==> config.mk <==
export PLATFORM = sky130hd
export DESIGN_NAME = mfr_fault_top
export DESIGN_NICKNAME = d
export VERILOG_FILES = /design/src/hdl/mfr_pkg.sv /design/src/hdl/mfr_fault_top.sv
export SDC_FILE = /design/constraint.sdc
export NUM_CORES = 1
export LEC_CHECK = 0
export BUFFER_PORTS_ARGS = -buffer_cell sky130_fd_sc_hd__buf_2
export CAP_MARGIN = 30
export CORE_ASPECT_RATIO = 1.2
export CORE_UTILIZATION = 30
export CTS_CLUSTER_DIAMETER = 60
export DETAILED_ROUTE_END_ITERATION = 7
export PLACE_DENSITY = 0.53
export SLEW_MARGIN = 30
export SYNTH_ARGS = -nofsm -noshare
export SYNTH_HDL_FRONTEND = slang
export SYNTH_SLANG_ARGS = --single-unit
export TNS_END_PERCENT = 10
==> constraint.sdc <==
create_clock -name aclk -period 5.4 [get_ports aclk]
set_clock_uncertainty 0.05 [all_clocks]
set_input_delay 0 -clock aclk [delete_from_list [all_inputs] [get_ports aclk]]
set_output_delay 0 -clock aclk [all_outputs]
set_load 0.05 [all_outputs]
==> src/hdl/mfr_pkg.sv <==
package mfr_pkg;
  // Register map, byte addresses on a 32-bit AXI4-Lite bus
  localparam int ADDR_W = 8;
  localparam logic [7:0] OFS_CTRL = 8'h00;
  localparam logic [7:0] OFS_MASK = 8'h04;
  localparam logic [7:0] OFS_DIAG = 8'h08;
  localparam logic [7:0] OFS_STATE = 8'h0c;
  localparam logic [7:0] OFS_IRQ_STAT = 8'h10;
  localparam logic [7:0] OFS_IRQ_MASK = 8'h14;

  // Control register fields
  localparam int CTRL_ESF = 0;
  localparam int CTRL_DIRECT = 1;
  localparam logic [1:0] CTRL_RST = 2'h0;

  // Diagnostic word bit positions (latched bits in the low 12, DG_FF their OR at bit 15)
  localparam int NUM_FET = 6;
  localparam int DG_LOS = 6;
  localparam int DG_TW = 7;
  localparam int DG_OT = 8;
  localparam int DG_UV = 9;
  localparam int DG_SE = 10;
  localparam int DG_POR = 11;
  localparam int DG_W = 12;
  localparam int DG_FF = 15;
  localparam logic [11:0] DIAG_RST = 12'h800;
  // Input filter after reset: serial strobe idles high, all else low
  localparam logic [12:0] FILT_RST = 13'h1000;
  localparam logic [11:0] MASK_RST = 12'h000;
  localparam logic [11:0] IRQ_MASK_RST = 12'h000;
  // Serial error and power-on bits cannot be masked
  localparam logic [11:0] MASK_WR = 12'h3ff;

  // Serial frame length in clock edges
  localparam logic [4:0] SER_BITS = 5'h10;
  localparam logic [4:0] SER_CNT_MAX = 5'h11;

  // Pulse-group lengths in PWM periods
  localparam logic [2:0] GRP_SHORT = 3'h2;
  localparam logic [2:0] GRP_LOS = 3'h3;
  localparam logic [2:0] GRP_TEMP = 3'h4;

  // Time the PWM input must stay low to count as 0% duty
  localparam int CLK_MHZ = 250;
  localparam int PWM_ZERO_TIME_US = 100;
  localparam int PWM_ZERO_CYCLES = PWM_ZERO_TIME_US * CLK_MHZ;

  localparam logic [1:0] RESP_OKAY = 2'h0;
  localparam logic [1:0] RESP_SLVERR = 2'h2;

  typedef enum logic [2:0] {
    PS_IDLE = 3'b001,
    PS_ACTIVE = 3'b010,
    PS_REST = 3'b100
  } mfr_pulse_e;
endpackage

==> src/hdl/mfr_fault_top.sv <==
module mfr_fault_top #(
  parameter int PWM_ZERO_CYC = mfr_pkg::PWM_ZERO_CYCLES
) (
  input wire logic aclk,
  input wire logic aresetn,
  input wire logic [7:0] s_axi_awaddr,
  input wire logic s_axi_awvalid,
  output logic s_axi_awready,
  input wire logic [31:0] s_axi_wdata,
  input wire logic [3:0] s_axi_wstrb,
  input wire logic s_axi_wvalid,
  output logic s_axi_wready,
  output logic [1:0] s_axi_bresp,
  output logic s_axi_bvalid,
  input wire logic s_axi_bready,
  input wire logic [7:0] s_axi_araddr,
  input wire logic s_axi_arvalid,
  output logic s_axi_arready,
  output logic [31:0] s_axi_rdata,
  output logic [1:0] s_axi_rresp,
  output logic s_axi_rvalid,
  input wire logic s_axi_rready,
  input wire logic [5:0] short_detect,
  input wire logic sync_lost_detect,
  input wire logic temp_warn_detect,
  input wire logic over_temp_detect,
  input wire logic motor_supply_uv_detect,
  input wire logic pwm_in,
  input wire logic serial_clk,
  input wire logic serial_strobe_n,
  output logic serial_data_out,
  output logic fault_out_n_o,
  output logic fault_out_n_oe,
  output logic [5:0] gate_enable,
  output logic irq
);
  localparam int NIN = 13;

  // Three-stage input filter: a bit rises once stages two and three agree high, falls once they differ
  logic [NIN-1:0] s1_q, s2_q, s3_q, filt_q;
  always_ff @(posedge aclk) begin
    if (!aresetn) begin
      // Strobe starts at its idle level so release brings no false edge
      s1_q <= mfr_pkg::FILT_RST;
      s2_q <= mfr_pkg::FILT_RST;
      s3_q <= mfr_pkg::FILT_RST;
      filt_q <= mfr_pkg::FILT_RST;
    end else begin
      s1_q <= {serial_strobe_n, serial_clk, pwm_in, motor_supply_uv_detect,
               over_temp_detect, temp_warn_detect, sync_lost_detect, short_detect};
      s2_q <= s1_q;
      s3_q <= s2_q;
      filt_q <= (s2_q & s3_q) | (filt_q & ~(s2_q ^ s3_q));
    end
  end

  logic [1:0] ctrl_q;
  logic [11:0] mask_q, irq_stat_q, irq_mask_q, diag_q;
  logic stop_on_fault_enable, direct;
  assign stop_on_fault_enable = ctrl_q[mfr_pkg::CTRL_ESF];
  assign direct = ctrl_q[mfr_pkg::CTRL_DIRECT];

  // Masked detections; a masked diagnostic produces nothing at all
  logic [5:0] short_m;
  logic los_m, tw_m, ot_m, uv_m, pwm_f, sclk_f, strb_f;
  assign short_m = filt_q[5:0] & ~mask_q[5:0];
  assign los_m = filt_q[6] & ~mask_q[mfr_pkg::DG_LOS];
  assign tw_m = filt_q[7] & ~mask_q[mfr_pkg::DG_TW];
  assign ot_m = filt_q[8] & ~mask_q[mfr_pkg::DG_OT];
  assign uv_m = filt_q[9] & ~mask_q[mfr_pkg::DG_UV];
  assign pwm_f = filt_q[10];
  assign sclk_f = filt_q[11];
  assign strb_f = filt_q[12];
  logic short_any;
  assign short_any = |short_m;

  logic pwm_d1_q, sclk_d1_q, strb_d1_q;
  always_ff @(posedge aclk) begin
    if (!aresetn) begin
      pwm_d1_q <= 1'b0;
      sclk_d1_q <= 1'b0;
      strb_d1_q <= 1'b1;
    end else begin
      pwm_d1_q <= pwm_f;
      sclk_d1_q <= sclk_f;
      strb_d1_q <= strb_f;
    end
  end
  logic pwm_rise, sclk_rise, strb_rise;
  assign pwm_rise = pwm_f & ~pwm_d1_q;
  assign sclk_rise = sclk_f & ~sclk_d1_q;
  assign strb_rise = strb_f & ~strb_d1_q;

  // Serial frame checker and diagnostic shift-out
  logic [4:0] scnt_q;
  logic [15:0] snap_q;
  logic sdo_q, rd_done, se_ev;
  logic [15:0] diag_word;
  assign diag_word = {|diag_q, 3'h0, diag_q};
  assign rd_done = strb_rise & (scnt_q == mfr_pkg::SER_BITS);
  assign se_ev = strb_rise & (scnt_q != mfr_pkg::SER_BITS);
  always_ff @(posedge aclk) begin
    if (!aresetn) begin
      scnt_q <= '0;
      snap_q <= '0;
      sdo_q <= 1'b0;
    end else if (strb_f) begin
      scnt_q <= '0;
      snap_q <= diag_word;
      sdo_q <= diag_word[mfr_pkg::DG_FF];
    end else if (sclk_rise) begin
      if (scnt_q != mfr_pkg::SER_CNT_MAX) begin
        scnt_q <= scnt_q + 5'h01;
      end
      sdo_q <= (scnt_q < 5'h0f) ? snap_q[4'he - scnt_q[3:0]] : 1'b0;
    end
  end
  assign serial_data_out = sdo_q;

  // Latched diagnostics; a new fault in the clearing cycle is kept
  logic [11:0] set_vec;
  assign set_vec = {1'b0, se_ev, uv_m, ot_m, tw_m, los_m, short_m};
  always_ff @(posedge aclk) begin
    if (!aresetn) begin
      diag_q <= mfr_pkg::DIAG_RST;
    end else begin
      diag_q <= set_vec | (rd_done ? 12'h000 : diag_q);
    end
  end

  // 0% duty: PWM held low long enough
  logic [31:0] zcnt_q;
  logic pwm_zero;
  assign pwm_zero = (zcnt_q == 32'(PWM_ZERO_CYC));
  always_ff @(posedge aclk) begin
    if (!aresetn) begin
      zcnt_q <= '0;
    end else if (pwm_f) begin
      zcnt_q <= '0;
    end else if (!pwm_zero) begin
      zcnt_q <= zcnt_q + 32'h1;
    end
  end

  // Short-fault shutdown latch, only with stop-on-fault
  logic short_lat_q;
  always_ff @(posedge aclk) begin
    if (!aresetn) begin
      short_lat_q <= 1'b0;
    end else if (stop_on_fault_enable && short_any) begin
      short_lat_q <= 1'b1;
    end else if (pwm_zero || rd_done) begin
      short_lat_q <= 1'b0;
    end
  end

  // Gate drive control
  logic all_off;
  logic [5:0] gate_q;
  assign all_off = uv_m | los_m | (stop_on_fault_enable & (ot_m | short_any | short_lat_q));
  always_ff @(posedge aclk) begin
    if (!aresetn) begin
      gate_q <= '0;
    end else if (all_off) begin
      gate_q <= '0;
    end else begin
      // Without stop-on-fault a short switches off only the shorted FETs; the rest of the protection is left to the controller
      gate_q <= ~short_m;
    end
  end
  assign gate_enable = gate_q;

  // Pulse-pattern requests in indirect mode
  logic rep2, rep3, rep4, sing2_ev, sing4_ev;
  logic short_d1_q, tw_d1_q, rep_any_d1_q, pend2_q, pend4_q;
  assign rep2 = stop_on_fault_enable & short_lat_q;
  assign rep3 = los_m;
  assign rep4 = ~stop_on_fault_enable & ot_m;
  assign sing2_ev = ~stop_on_fault_enable & short_any & ~short_d1_q;
  assign sing4_ev = stop_on_fault_enable & tw_m & ~tw_d1_q;
  logic new_ev;
  assign new_ev = sing2_ev | sing4_ev | ((rep2 | rep3 | rep4) & ~rep_any_d1_q);

  mfr_pkg::mfr_pulse_e pst_q;
  logic [2:0] grp_q, pcnt_q, ptgt_q;
  logic prep_q;
  logic rep_now;
  always_comb begin
    unique case (grp_q)
      mfr_pkg::GRP_LOS: rep_now = rep3;
      mfr_pkg::GRP_SHORT: rep_now = rep2;
      default: rep_now = rep4;
    endcase
  end

  logic start;
  logic [2:0] start_grp;
  assign start = !direct &&
    (new_ev || (pst_q == mfr_pkg::PS_IDLE && (rep2 | rep3 | rep4 | pend2_q | pend4_q)));
  always_comb begin
    if (rep3) begin
      start_grp = mfr_pkg::GRP_LOS;
    end else if (rep2 || sing2_ev || pend2_q) begin
      start_grp = mfr_pkg::GRP_SHORT;
    end else begin
      start_grp = mfr_pkg::GRP_TEMP;
    end
  end

  always_ff @(posedge aclk) begin
    if (!aresetn) begin
      short_d1_q <= 1'b0;
      tw_d1_q <= 1'b0;
      rep_any_d1_q <= 1'b0;
      pend2_q <= 1'b0;
      pend4_q <= 1'b0;
    end else begin
      short_d1_q <= short_any;
      tw_d1_q <= tw_m;
      rep_any_d1_q <= rep2 | rep3 | rep4;
      // Single-shot events survive until their pulse begins, not past it
      pend2_q <= (sing2_ev | pend2_q) & ~(start & start_grp == mfr_pkg::GRP_SHORT);
      pend4_q <= (sing4_ev | pend4_q) & ~(start & start_grp == mfr_pkg::GRP_TEMP);
    end
  end

  // Pulse engine: first active phase ends the current period, then N more
  always_ff @(posedge aclk) begin
    if (!aresetn) begin
      pst_q <= mfr_pkg::PS_IDLE;
      grp_q <= mfr_pkg::GRP_TEMP;
      pcnt_q <= '0;
      ptgt_q <= '0;
      prep_q <= 1'b0;
    end else if (direct) begin
      pst_q <= mfr_pkg::PS_IDLE;
      pcnt_q <= '0;
    end else if (start) begin
      pst_q <= mfr_pkg::PS_ACTIVE;
      grp_q <= start_grp;
      pcnt_q <= '0;
      ptgt_q <= start_grp + 3'h1;
      prep_q <= (start_grp == mfr_pkg::GRP_LOS) ? rep3 :
                (start_grp == mfr_pkg::GRP_SHORT) ? rep2 : rep4;
    end else if (pwm_rise && pst_q != mfr_pkg::PS_IDLE) begin
      if (pcnt_q + 3'h1 != ptgt_q) begin
        pcnt_q <= pcnt_q + 3'h1;
      end else begin
        pcnt_q <= '0;
        ptgt_q <= grp_q;
        unique case (pst_q)
          mfr_pkg::PS_ACTIVE: pst_q <= prep_q ? mfr_pkg::PS_REST : mfr_pkg::PS_IDLE;
          mfr_pkg::PS_REST: pst_q <= rep_now ? mfr_pkg::PS_ACTIVE : mfr_pkg::PS_IDLE;
          default: pst_q <= mfr_pkg::PS_IDLE;
        endcase
      end
    end
  end

  // Open-drain fault pin: only ever pulls low
  logic fault_any, steady_low, fault_oe_q;
  assign fault_any = short_any | los_m | tw_m | ot_m | uv_m | short_lat_q;
  assign steady_low = uv_m | (stop_on_fault_enable & ot_m);
  always_ff @(posedge aclk) begin
    if (!aresetn) begin
      fault_oe_q <= 1'b0;
    end else if (direct) begin
      fault_oe_q <= fault_any;
    end else begin
      fault_oe_q <= steady_low | (pst_q == mfr_pkg::PS_ACTIVE) | start;
    end
  end
  assign fault_out_n_o = 1'b0;
  assign fault_out_n_oe = fault_oe_q;

  logic aw_full_q, w_full_q, bvalid_q, rvalid_q, wr_fire;
  logic [7:0] wr_addr_q;
  logic [31:0] wr_data_q, rdata_q;

  // Interrupt status: set by newly latched diagnostics, write one to clear
  always_ff @(posedge aclk) begin
    if (!aresetn) begin
      irq_stat_q <= '0;
    end else begin
      irq_stat_q <= (set_vec & ~diag_q) |
        (irq_stat_q & ~((wr_fire && wr_addr_q == mfr_pkg::OFS_IRQ_STAT) ?
         wr_data_q[11:0] : 12'h000));
    end
  end
  assign irq = |(irq_stat_q & irq_mask_q);

  // AXI4-Lite slave
  logic [1:0] bresp_q, rresp_q;
  logic [3:0] wr_strb_q;
  assign s_axi_awready = !aw_full_q;
  assign s_axi_wready = !w_full_q;
  assign wr_fire = aw_full_q && w_full_q && !bvalid_q;
  always_ff @(posedge aclk) begin
    if (!aresetn) begin
      aw_full_q <= 1'b0;
      w_full_q <= 1'b0;
      wr_addr_q <= '0;
      wr_data_q <= '0;
      wr_strb_q <= '0;
      bvalid_q <= 1'b0;
      bresp_q <= mfr_pkg::RESP_OKAY;
    end else begin
      if (s_axi_awvalid && !aw_full_q) begin
        aw_full_q <= 1'b1;
        wr_addr_q <= s_axi_awaddr;
      end
      if (s_axi_wvalid && !w_full_q) begin
        w_full_q <= 1'b1;
        wr_data_q <= s_axi_wdata;
        wr_strb_q <= s_axi_wstrb;
      end
      if (wr_fire) begin
        aw_full_q <= 1'b0;
        w_full_q <= 1'b0;
        bvalid_q <= 1'b1;
        bresp_q <= (wr_addr_q == mfr_pkg::OFS_CTRL || wr_addr_q == mfr_pkg::OFS_MASK ||
                    wr_addr_q == mfr_pkg::OFS_IRQ_STAT || wr_addr_q == mfr_pkg::OFS_IRQ_MASK ||
                    wr_addr_q == mfr_pkg::OFS_DIAG || wr_addr_q == mfr_pkg::OFS_STATE) ?
                   mfr_pkg::RESP_OKAY : mfr_pkg::RESP_SLVERR;
      end else if (bvalid_q && s_axi_bready) begin
        bvalid_q <= 1'b0;
      end
    end
  end
  assign s_axi_bvalid = bvalid_q;
  assign s_axi_bresp = bresp_q;

  // Writable registers; byte lanes above the low byte pair are ignored
  always_ff @(posedge aclk) begin
    if (!aresetn) begin
      ctrl_q <= mfr_pkg::CTRL_RST;
      mask_q <= mfr_pkg::MASK_RST;
      irq_mask_q <= mfr_pkg::IRQ_MASK_RST;
    end else if (wr_fire) begin
      if (wr_addr_q == mfr_pkg::OFS_CTRL && wr_strb_q[0]) begin
        ctrl_q <= wr_data_q[1:0];
      end
      if (wr_addr_q == mfr_pkg::OFS_MASK) begin
        if (wr_strb_q[0]) mask_q[7:0] <= wr_data_q[7:0] & mfr_pkg::MASK_WR[7:0];
        if (wr_strb_q[1]) mask_q[11:8] <= wr_data_q[11:8] & mfr_pkg::MASK_WR[11:8];
      end
      if (wr_addr_q == mfr_pkg::OFS_IRQ_MASK) begin
        if (wr_strb_q[0]) irq_mask_q[7:0] <= wr_data_q[7:0];
        if (wr_strb_q[1]) irq_mask_q[11:8] <= wr_data_q[11:8];
      end
    end
  end

  assign s_axi_arready = !rvalid_q;
  always_ff @(posedge aclk) begin
    if (!aresetn) begin
      rvalid_q <= 1'b0;
      rdata_q <= '0;
      rresp_q <= mfr_pkg::RESP_OKAY;
    end else if (s_axi_arvalid && !rvalid_q) begin
      rvalid_q <= 1'b1;
      rresp_q <= mfr_pkg::RESP_OKAY;
      unique case (s_axi_araddr)
        mfr_pkg::OFS_CTRL: rdata_q <= {30'h0, ctrl_q};
        mfr_pkg::OFS_MASK: rdata_q <= {20'h0, mask_q};
        mfr_pkg::OFS_DIAG: rdata_q <= {16'h0, diag_word};
        mfr_pkg::OFS_STATE: rdata_q <= {16'h0, short_lat_q, fault_oe_q, 4'h0, gate_q, pst_q, prep_q};
        mfr_pkg::OFS_IRQ_STAT: rdata_q <= {20'h0, irq_stat_q};
        mfr_pkg::OFS_IRQ_MASK: rdata_q <= {20'h0, irq_mask_q};
        default: begin
          rdata_q <= '0;
          rresp_q <= mfr_pkg::RESP_SLVERR;
        end
      endcase
    end else if (rvalid_q && s_axi_rready) begin
      rvalid_q <= 1'b0;
    end
  end
  assign s_axi_rvalid = rvalid_q;
  assign s_axi_rdata = rdata_q;
  assign s_axi_rresp = rresp_q;

  AST_DIRECT_LOW: assert property (@(posedge aclk) disable iff (!aresetn)
    direct && fault_any |=> fault_out_n_oe) else $error("direct fault not driven low");
  AST_STEADY_UV: assert property (@(posedge aclk) disable iff (!aresetn)
    uv_m ##1 uv_m |-> fault_out_n_oe) else $error("undervoltage pin not low");
  AST_PULSE_START: assert property (@(posedge aclk) disable iff (!aresetn)
    start |=> fault_out_n_oe && pst_q == mfr_pkg::PS_ACTIVE) else $error("pulse not started");
  AST_FF: assert property (@(posedge aclk) disable iff (!aresetn)
    |set_vec |=> diag_word[mfr_pkg::DG_FF])
    else $error("common flag not set");
  AST_FIRST_BIT: assert property (@(posedge aclk) disable iff (!aresetn)
    strb_f |=> serial_data_out == $past(diag_word[mfr_pkg::DG_FF])) else $error("first bit wrong");
  AST_CLEAR: assert property (@(posedge aclk) disable iff (!aresetn)
    rd_done && set_vec == 12'h000 |=> diag_q == 12'h000) else $error("diag not cleared");
  AST_HOLD: assert property (@(posedge aclk) disable iff (!aresetn)
    !rd_done |=> (diag_q & $past(diag_q)) == $past(diag_q)) else $error("diag bit lost");
  AST_ESF_STOP: assert property (@(posedge aclk) disable iff (!aresetn)
    stop_on_fault_enable && (ot_m || short_any) |=> gate_enable == 6'h00) else $error("gates not off");
  AST_SHORT_KEEP: assert property (@(posedge aclk) disable iff (!aresetn)
    short_lat_q && !pwm_zero && !rd_done |=> short_lat_q) else $error("short latch dropped");
  AST_UV_OFF: assert property (@(posedge aclk) disable iff (!aresetn)
    uv_m |=> gate_enable == 6'h00) else $error("gates on in undervoltage");
  AST_MASK: assert property (@(posedge aclk) disable iff (!aresetn)
    mask_q[mfr_pkg::DG_TW] && !diag_q[mfr_pkg::DG_TW] |=> !diag_q[mfr_pkg::DG_TW])
    else $error("masked diagnostic latched");
  AST_SERR: assert property (@(posedge aclk) disable iff (!aresetn)
    se_ev |=> diag_q[mfr_pkg::DG_SE] && diag_word[mfr_pkg::DG_FF]) else $error("serial error not flagged");
endmodule

Yosys cells after proc, flatten, opt, wreduce, memory -nomap -nowiden
Index checks and enable logic that the tools add are counted.
- input bits: 72
- word-level logic and storage cells: 233
- register bits after elaboration: 242
- order comparisons: 2
- equal/unequal tests: 25
- reduce and logical (&&, ||, !) cells: 54
- muxes and demuxes: 32
- $add $sub $neg: 5
- bitwise operators: 73
- operators with widths (kind ; number):
    $pmux 16 s6 ; 1
    $add 32x1->32 const B ; 1
    $eq 32x15->1 const B ; 1
    $eq 8x4->1 const B ; 4
    $eq 8x5->1 const B ; 4
    $and 13x13->13 ; 2
    $and 12x12->12 ; 2
    $mux 12 ; 2
    $not 12->12 ; 2
    $reduce_or 12->1 ; 2
    $and 1x1->1 ; 22
    $mux 3 ; 7
    $or 1x1->1 ; 20
    $eq 8x3->1 const B ; 2
    $logic_not 8->1 ; 2
    $not 1->1 ; 16
    $eq 3x2->1 const B ; 5
    $reduce_and 3->1 ; 5
    $logic_and 1x1->1 ; 13
    $mux 1 ; 13
    $not 13->13 ; 1
    $or 13x13->13 ; 1
    $xor 13x13->13 ; 1
    $and 11x12->12 ; 1
    27 further kinds ; 61

Depth between registers and ports, before layout
- depth in word-level cells: 13
- mapped depth: 8

Least setup slack after synthesis
Ideal clock, no wire load.
- kind: register to register
- from: register rvalid_q (netlist: s_axi_rvalid)
- to: register rdata_q[5] (netlist: s_axi_rdata[5])
- path buffers: 0
- data required time: 5.288 ns
- arrival: 2.015 ns
- cell stages (with the launch flop): 6
- path slack: 3.273 ns
- cells stage by stage: dfxtp_1 > inv_1 > nand2_1 > a211oi_1 > and2_1 > a32o_1
- cells in the longest elaborated chain, start to end: 2
- RTL lines (item ; line ; text):
    start, declared ; mfr_fault_top.sv:276 ; logic aw_full_q, w_full_q, bvalid_q, rvalid_q, wr_fire;
    start signal, assigned ; mfr_fault_top.sv:357 ; rvalid_q <= 1'b0;
    start signal, assigned ; mfr_fault_top.sv:361 ; rvalid_q <= 1'b1;
    start signal, assigned ; mfr_fault_top.sv:376 ; rvalid_q <= 1'b0;
    $logic_not 1->1 ; n/a ;
    named net s_axi_arready ; mfr_fault_top.sv:18 ; output logic s_axi_arready,
    $logic_and 1x1->1 ; mfr_fault_top.sv:360 ; end else if (s_axi_arvalid && !rvalid_q) begin
    end signal, assigned ; mfr_fault_top.sv:364 ; mfr_pkg::OFS_CTRL: rdata_q <= {30'h0, ctrl_q};
    end signal, assigned ; mfr_fault_top.sv:365 ; mfr_pkg::OFS_MASK: rdata_q <= {20'h0, mask_q};
    end signal, assigned ; mfr_fault_top.sv:366 ; mfr_pkg::OFS_DIAG: rdata_q <= {16'h0, diag_word};
    end, declared ; mfr_fault_top.sv:278 ; logic [31:0] wr_data_q, rdata_q;
The timed path passes the listed nets, and every way through them passes these cells.
A chain may end at the register's enable or synchronous reset.

Worst setup path after layout
- from: register pcnt_q[0]
- to: register ptgt_q[2]
- cells in the longest elaborated chain, start to end: 4
- RTL lines (item ; line ; text):
    start, declared ; mfr_fault_top.sv:185 ; logic [2:0] grp_q, pcnt_q, ptgt_q;
    start signal, assigned ; mfr_fault_top.sv:247 ; pcnt_q <= pcnt_q + 3'h1;
    $add 3x1->3 ; mfr_fault_top.sv:246 ; if (pcnt_q + 3'h1 != ptgt_q) begin
    $ne 3x3->1 ; mfr_fault_top.sv:246 ;
    $ne 2x2->1 (no line) ; n/a ;
    $reduce_and 3->1 (no line) ; n/a ;
    end signal, assigned ; mfr_fault_top.sv:242 ; ptgt_q <= start_grp + 3'h1;
    end signal, assigned ; mfr_fault_top.sv:250 ; ptgt_q <= grp_q;
    end, declared ; mfr_fault_top.sv:185 ;
No other way between the ends.

==> flow_results.xml <==
<?xml version="1.0" encoding="UTF-8"?>
<metrics>
  <group name="timing">
    <metric name="timing_hold_violations_final" unit="">0</metric>
    <metric name="fin_setup_tns" unit="ps">0</metric>
    <metric name="rsz0062_at_grt" unit="">no</metric>
    <metric name="count_of_pins_over_their_slew_limit" unit="">0</metric>
    <metric name="post-route-worst-setup-slack" unit="ps">2940</metric>
    <metric name="worst_pin_slew" unit="ps">1040</metric>
    <metric name="finalWorstPathRequiredPeriod" unit="ps">2460</metric>
    <metric name="slew_headroom" unit="%">29.5</metric>
    <metric name="setup_viol" unit="">0</metric>
    <metric name="post-route-period-util" unit="%">45.5</metric>
    <metric name="fmaxAchievable" unit="MHz">407</metric>
  </group>
  <group name="global_routing">
    <metric name="antenna_found_initial" unit="">0</metric>
    <metric name="grt_overflow_total" unit="">0</metric>
    <metric name="grt_first_pass_wirelength" unit="um">36900</metric>
    <metric name="grt_max_degree" unit="">59</metric>
    <metric name="grt.total_usage" unit="%">14.6</metric>
    <metric name="first_global_vias" unit="">6833</metric>
  </group>
  <group name="placed_design">
    <metric name="port_buffers" unit="">79</metric>
    <metric name="placed_area" unit="um2">9870</metric>
    <metric name="dp_worst_setup_slack" unit="ps">2950</metric>
    <metric name="place_hpwl" unit="um">16100</metric>
    <metric name="routabilityCongestion" unit="">0.817</metric>
  </group>
  <group name="floorplan">
    <metric name="initial_core_util" unit="%">30.7</metric>
    <metric name="chipHeight" unit="um">194</metric>
    <metric name="floorplan.rows" unit="">69</metric>
    <metric name="design.die.area" unit="um2">31300</metric>
    <metric name="die_w" unit="um">162</metric>
    <metric name="floorplan.core_area" unit="um2">29900</metric>
    <metric name="boundaryPins" unit="">123</metric>
  </group>
  <group name="cells_and_area">
    <metric name="syn_to_final_growth" unit="%">20.7</metric>
    <metric name="drive_gt1_share" unit="%">11.9</metric>
    <metric name="finish.net_count" unit="">1222</metric>
    <metric name="most-common-layout-cells" unit="">sky130_fd_sc_hd__dfxtp_1, sky130_fd_sc_hd__nor2_1, sky130_fd_sc_hd__nand2_1, sky130_fd_sc_hd__a21oi_1, sky130_fd_sc_hd__buf_2</metric>
    <metric name="finalCoreUtilization" unit="%">37.1</metric>
    <metric name="finish.instance_area" unit="um2">11100</metric>
    <metric name="final_common_cell" unit="">sky130_fd_sc_hd__dfxtp_1</metric>
    <metric name="antenna-diode-count" unit="">0</metric>
  </group>
  <group name="synth">
    <metric name="yosys_most_used_dff" unit="">sky130_fd_sc_hd__dfxtp_1</metric>
    <metric name="synth-seq-cells" unit="">222</metric>
    <metric name="yosys.area.top_type" unit="">sky130_fd_sc_hd__dfxtp_1</metric>
    <metric name="post_synth_inst_count" unit="">1021</metric>
    <metric name="synth_top_area_share" unit="%">48.4</metric>
    <metric name="seq_area_frac_synth" unit="%">48.4</metric>
    <metric name="syn-mean-instance-area" unit="um2">9.00</metric>
    <metric name="post_synth_instance_area" unit="um2">9190</metric>
    <metric name="synth-async-reset-ratio" unit="%">0</metric>
    <metric name="ys.warnings.count" unit="">0</metric>
    <metric name="synth_edf_count" unit="">0</metric>
    <metric name="ys_types" unit="">63</metric>
    <metric name="yosys-top-cells-area" unit="">sky130_fd_sc_hd__dfxtp_1, sky130_fd_sc_hd__mux2i_1, sky130_fd_sc_hd__nor2_1</metric>
  </group>
  <group name="power_and_ir_drop">
    <metric name="power.ir.vdd_worst" unit="mV">0.159</metric>
    <metric name="static-leakage-power" unit="nW">4.51</metric>
    <metric name="p_per_area" unit="nW/um2">322</metric>
  </group>
  <group name="drt">
    <metric name="drt_first_iter_violations" unit="">400</metric>
    <metric name="routed_wirelength" unit="um">22800</metric>
    <metric name="wl_per_cell" unit="um">14.8</metric>
    <metric name="avgViaCountPerCell" unit="">4.70</metric>
    <metric name="detailroute.via_count" unit="">7239</metric>
    <metric name="detail-route-antenna-nets" unit="">0</metric>
    <metric name="drc" unit="">0</metric>
    <metric name="number_of_search_and_repair_iterations_in_the_first_detailed_routing_pass" unit="">5</metric>
  </group>
  <group name="clock_network">
    <metric name="cts_sinks" unit="">222</metric>
    <metric name="cts.repair.resized" unit="">0</metric>
    <metric name="tritoncts_clock_tree" unit="">done</metric>
    <metric name="cts.clk_slew.worst_paths" unit="ps">60</metric>
    <metric name="cts_root_cell" unit="">sky130_fd_sc_hd__clkbuf_16</metric>
    <metric name="cts_made_buffers" unit="">25</metric>
    <metric name="cts.repair_timing.setup_buffer_count" unit="">0</metric>
    <metric name="clock_insertion_delay_worst_skew" unit="ps">510</metric>
    <metric name="ctsHtreeMaxLevel" unit="">1</metric>
    <metric name="clockBufferDepth" unit="">3</metric>
  </group>
  <group name="worst_setup_path">
    <metric name="critPathSlowestCell" unit="">sky130_fd_sc_hd__nor2b_1</metric>
    <metric name="cp-end-kind" unit="">flop</metric>
    <metric name="cpPeakStageDelay" unit="ps">560</metric>
    <metric name="setup.worst_path.start_class" unit="">flop</metric>
    <metric name="worst-path-max-fanout" unit="">7</metric>
    <metric name="path_cells" unit="">ha_1, xor3_1, nor3_1, nor2b_1, nor3b_1, o21a_1, a22o_1</metric>
    <metric name="worst-endpoint-required" unit="ps">5750</metric>
    <metric name="critical_path_arrival" unit="ps">2810</metric>
    <metric name="critPathKind" unit="">flop to flop</metric>
  </group>
  <group name="outcome">
    <metric name="run_status" unit="">finished, final reports clean</metric>
  </group>
  <group name="flow_run">
    <metric name="max_cap_violations" unit="">0</metric>
  </group>
  <group name="min_path">
    <metric name="holdCritPathClass" unit="">input port to flop</metric>
  </group>
</metrics>
## stage by stage
step                      std cells  hold slack [ps]  power (mW)
final                          1539             21.9        3.57
after floorplan                1041             50.1        1.92
after CTS                      1539             24.0        3.63
after global placement         1450              138        1.98
after detailed placement       1450              136        1.98
after global routing           1539             53.0        3.72
## worst paths after layout
kind                                      start        endpoint  slack, ps  cells past startpoint
worst max-delay path                  pcnt_q[0]       ptgt_q[2]       2940                      7
worst min register to register         s1_q[12]        s2_q[12]        360                      1
worst min-delay path            s_axi_araddr[4]  s_axi_rresp[1]         20                      3
worst max register to register        pcnt_q[0]       ptgt_q[2]       2940                      7
## cell families after synthesis
| group | synth area share [%] |
|---|---|
| flip-flops | 48.4 |
| XOR/XNOR | 3.41 |
| other | 0.0408 |
| adder cells (fa/ha/maj) | 2.59 |
| multiplexers | 7.18 |
| AND/OR/NAND/NOR | 21.5 |
| buffers and inverters | 4.89 |
| AO/OA/AOI/OAI | 12.0 |
## routing by layer
metal | global-route usage [%] | wire length, um
met3 | 1.90 | 934
met4 | 3.74 | 380
met1 | 19.8 | 11000
met2 | 24.3 | 10500
met5 | 0 | 0
## cells in the mapped netlist, types with 9 or more instances
library cell               instances
sky130_fd_sc_hd__o21ai_0          31
sky130_fd_sc_hd__and2_1           41
sky130_fd_sc_hd__xnor2_1          20
sky130_fd_sc_hd__nor3_1           13
sky130_fd_sc_hd__nand4_1          13
sky130_fd_sc_hd__dfxtp_1         222
sky130_fd_sc_hd__nand2_1          92
sky130_fd_sc_hd__clkbuf_1         35
sky130_fd_sc_hd__nor2b_1          18
sky130_fd_sc_hd__nor2_1          147
sky130_fd_sc_hd__nor4_1           11
sky130_fd_sc_hd__ha_1             19
sky130_fd_sc_hd__mux2i_1          58
sky130_fd_sc_hd__inv_1            31
sky130_fd_sc_hd__nand2b_1         13
sky130_fd_sc_hd__buf_4            21
sky130_fd_sc_hd__a21oi_1          84
sky130_fd_sc_hd__xor2_1           13
sky130_fd_sc_hd__or3_1             9
sky130_fd_sc_hd__nand3_1          16
## cell type report
type | instances | area [um2]
well taps | 390 | 488
repair buffers | 128 | 873
clock buffers | 37 | 701
clock inverters | 8 | 67.6
fillers | 3104 | 18800
inverters | 32 | 121
multi-input cells | 722 | 4390
flip-flops and latches | 222 | 4440
## worst max-delay path: cells and delay by family (launching register included)
family | cells | cell delay [ps]
xor+xnor | 1 | 230
compound gates | 2 | 440
simple gates | 3 | 1030
fa+ha+maj | 1 | 210
flops | 1 | 390
## registers in the layout, indices dropped and copies added (netlist names), 3 cells and up, named ones only
signal and flops:
zcnt_q 32, s_axi_rdata 14, filt_q 13, s1_q 13, s2_q 13, s3_q 13, snap_q 13, irq_mask_q 12
irq_stat_q 12, wr_data_q 12, diag_q 11, mask_q 10, wr_addr_q 8, gate_enable 6, scnt_q 5, grp_q 3
pcnt_q 3, pst_q 3, ptgt_q 3
## power by group
| part | switching (mW) | total [mW] | leakage [nW] | internal, mW |
|---|---|---|---|---|
| Sequential | 0.0314 | 1.71 | 1.81 | 1.68 |
| Combinational | 0.167 | 0.258 | 2.33 | 0.0911 |
| Clock | 0.659 | 1.60 | 0.378 | 0.943 |
| Total | 0.858 | 3.57 | 4.51 | 2.71 |
## timing repair
item	CTS	global route
hold buffers	44	0
hold endpoints to repair	57	0
endpoints found under the setup margin	0	0
Power figures use the tool's default switching activity.
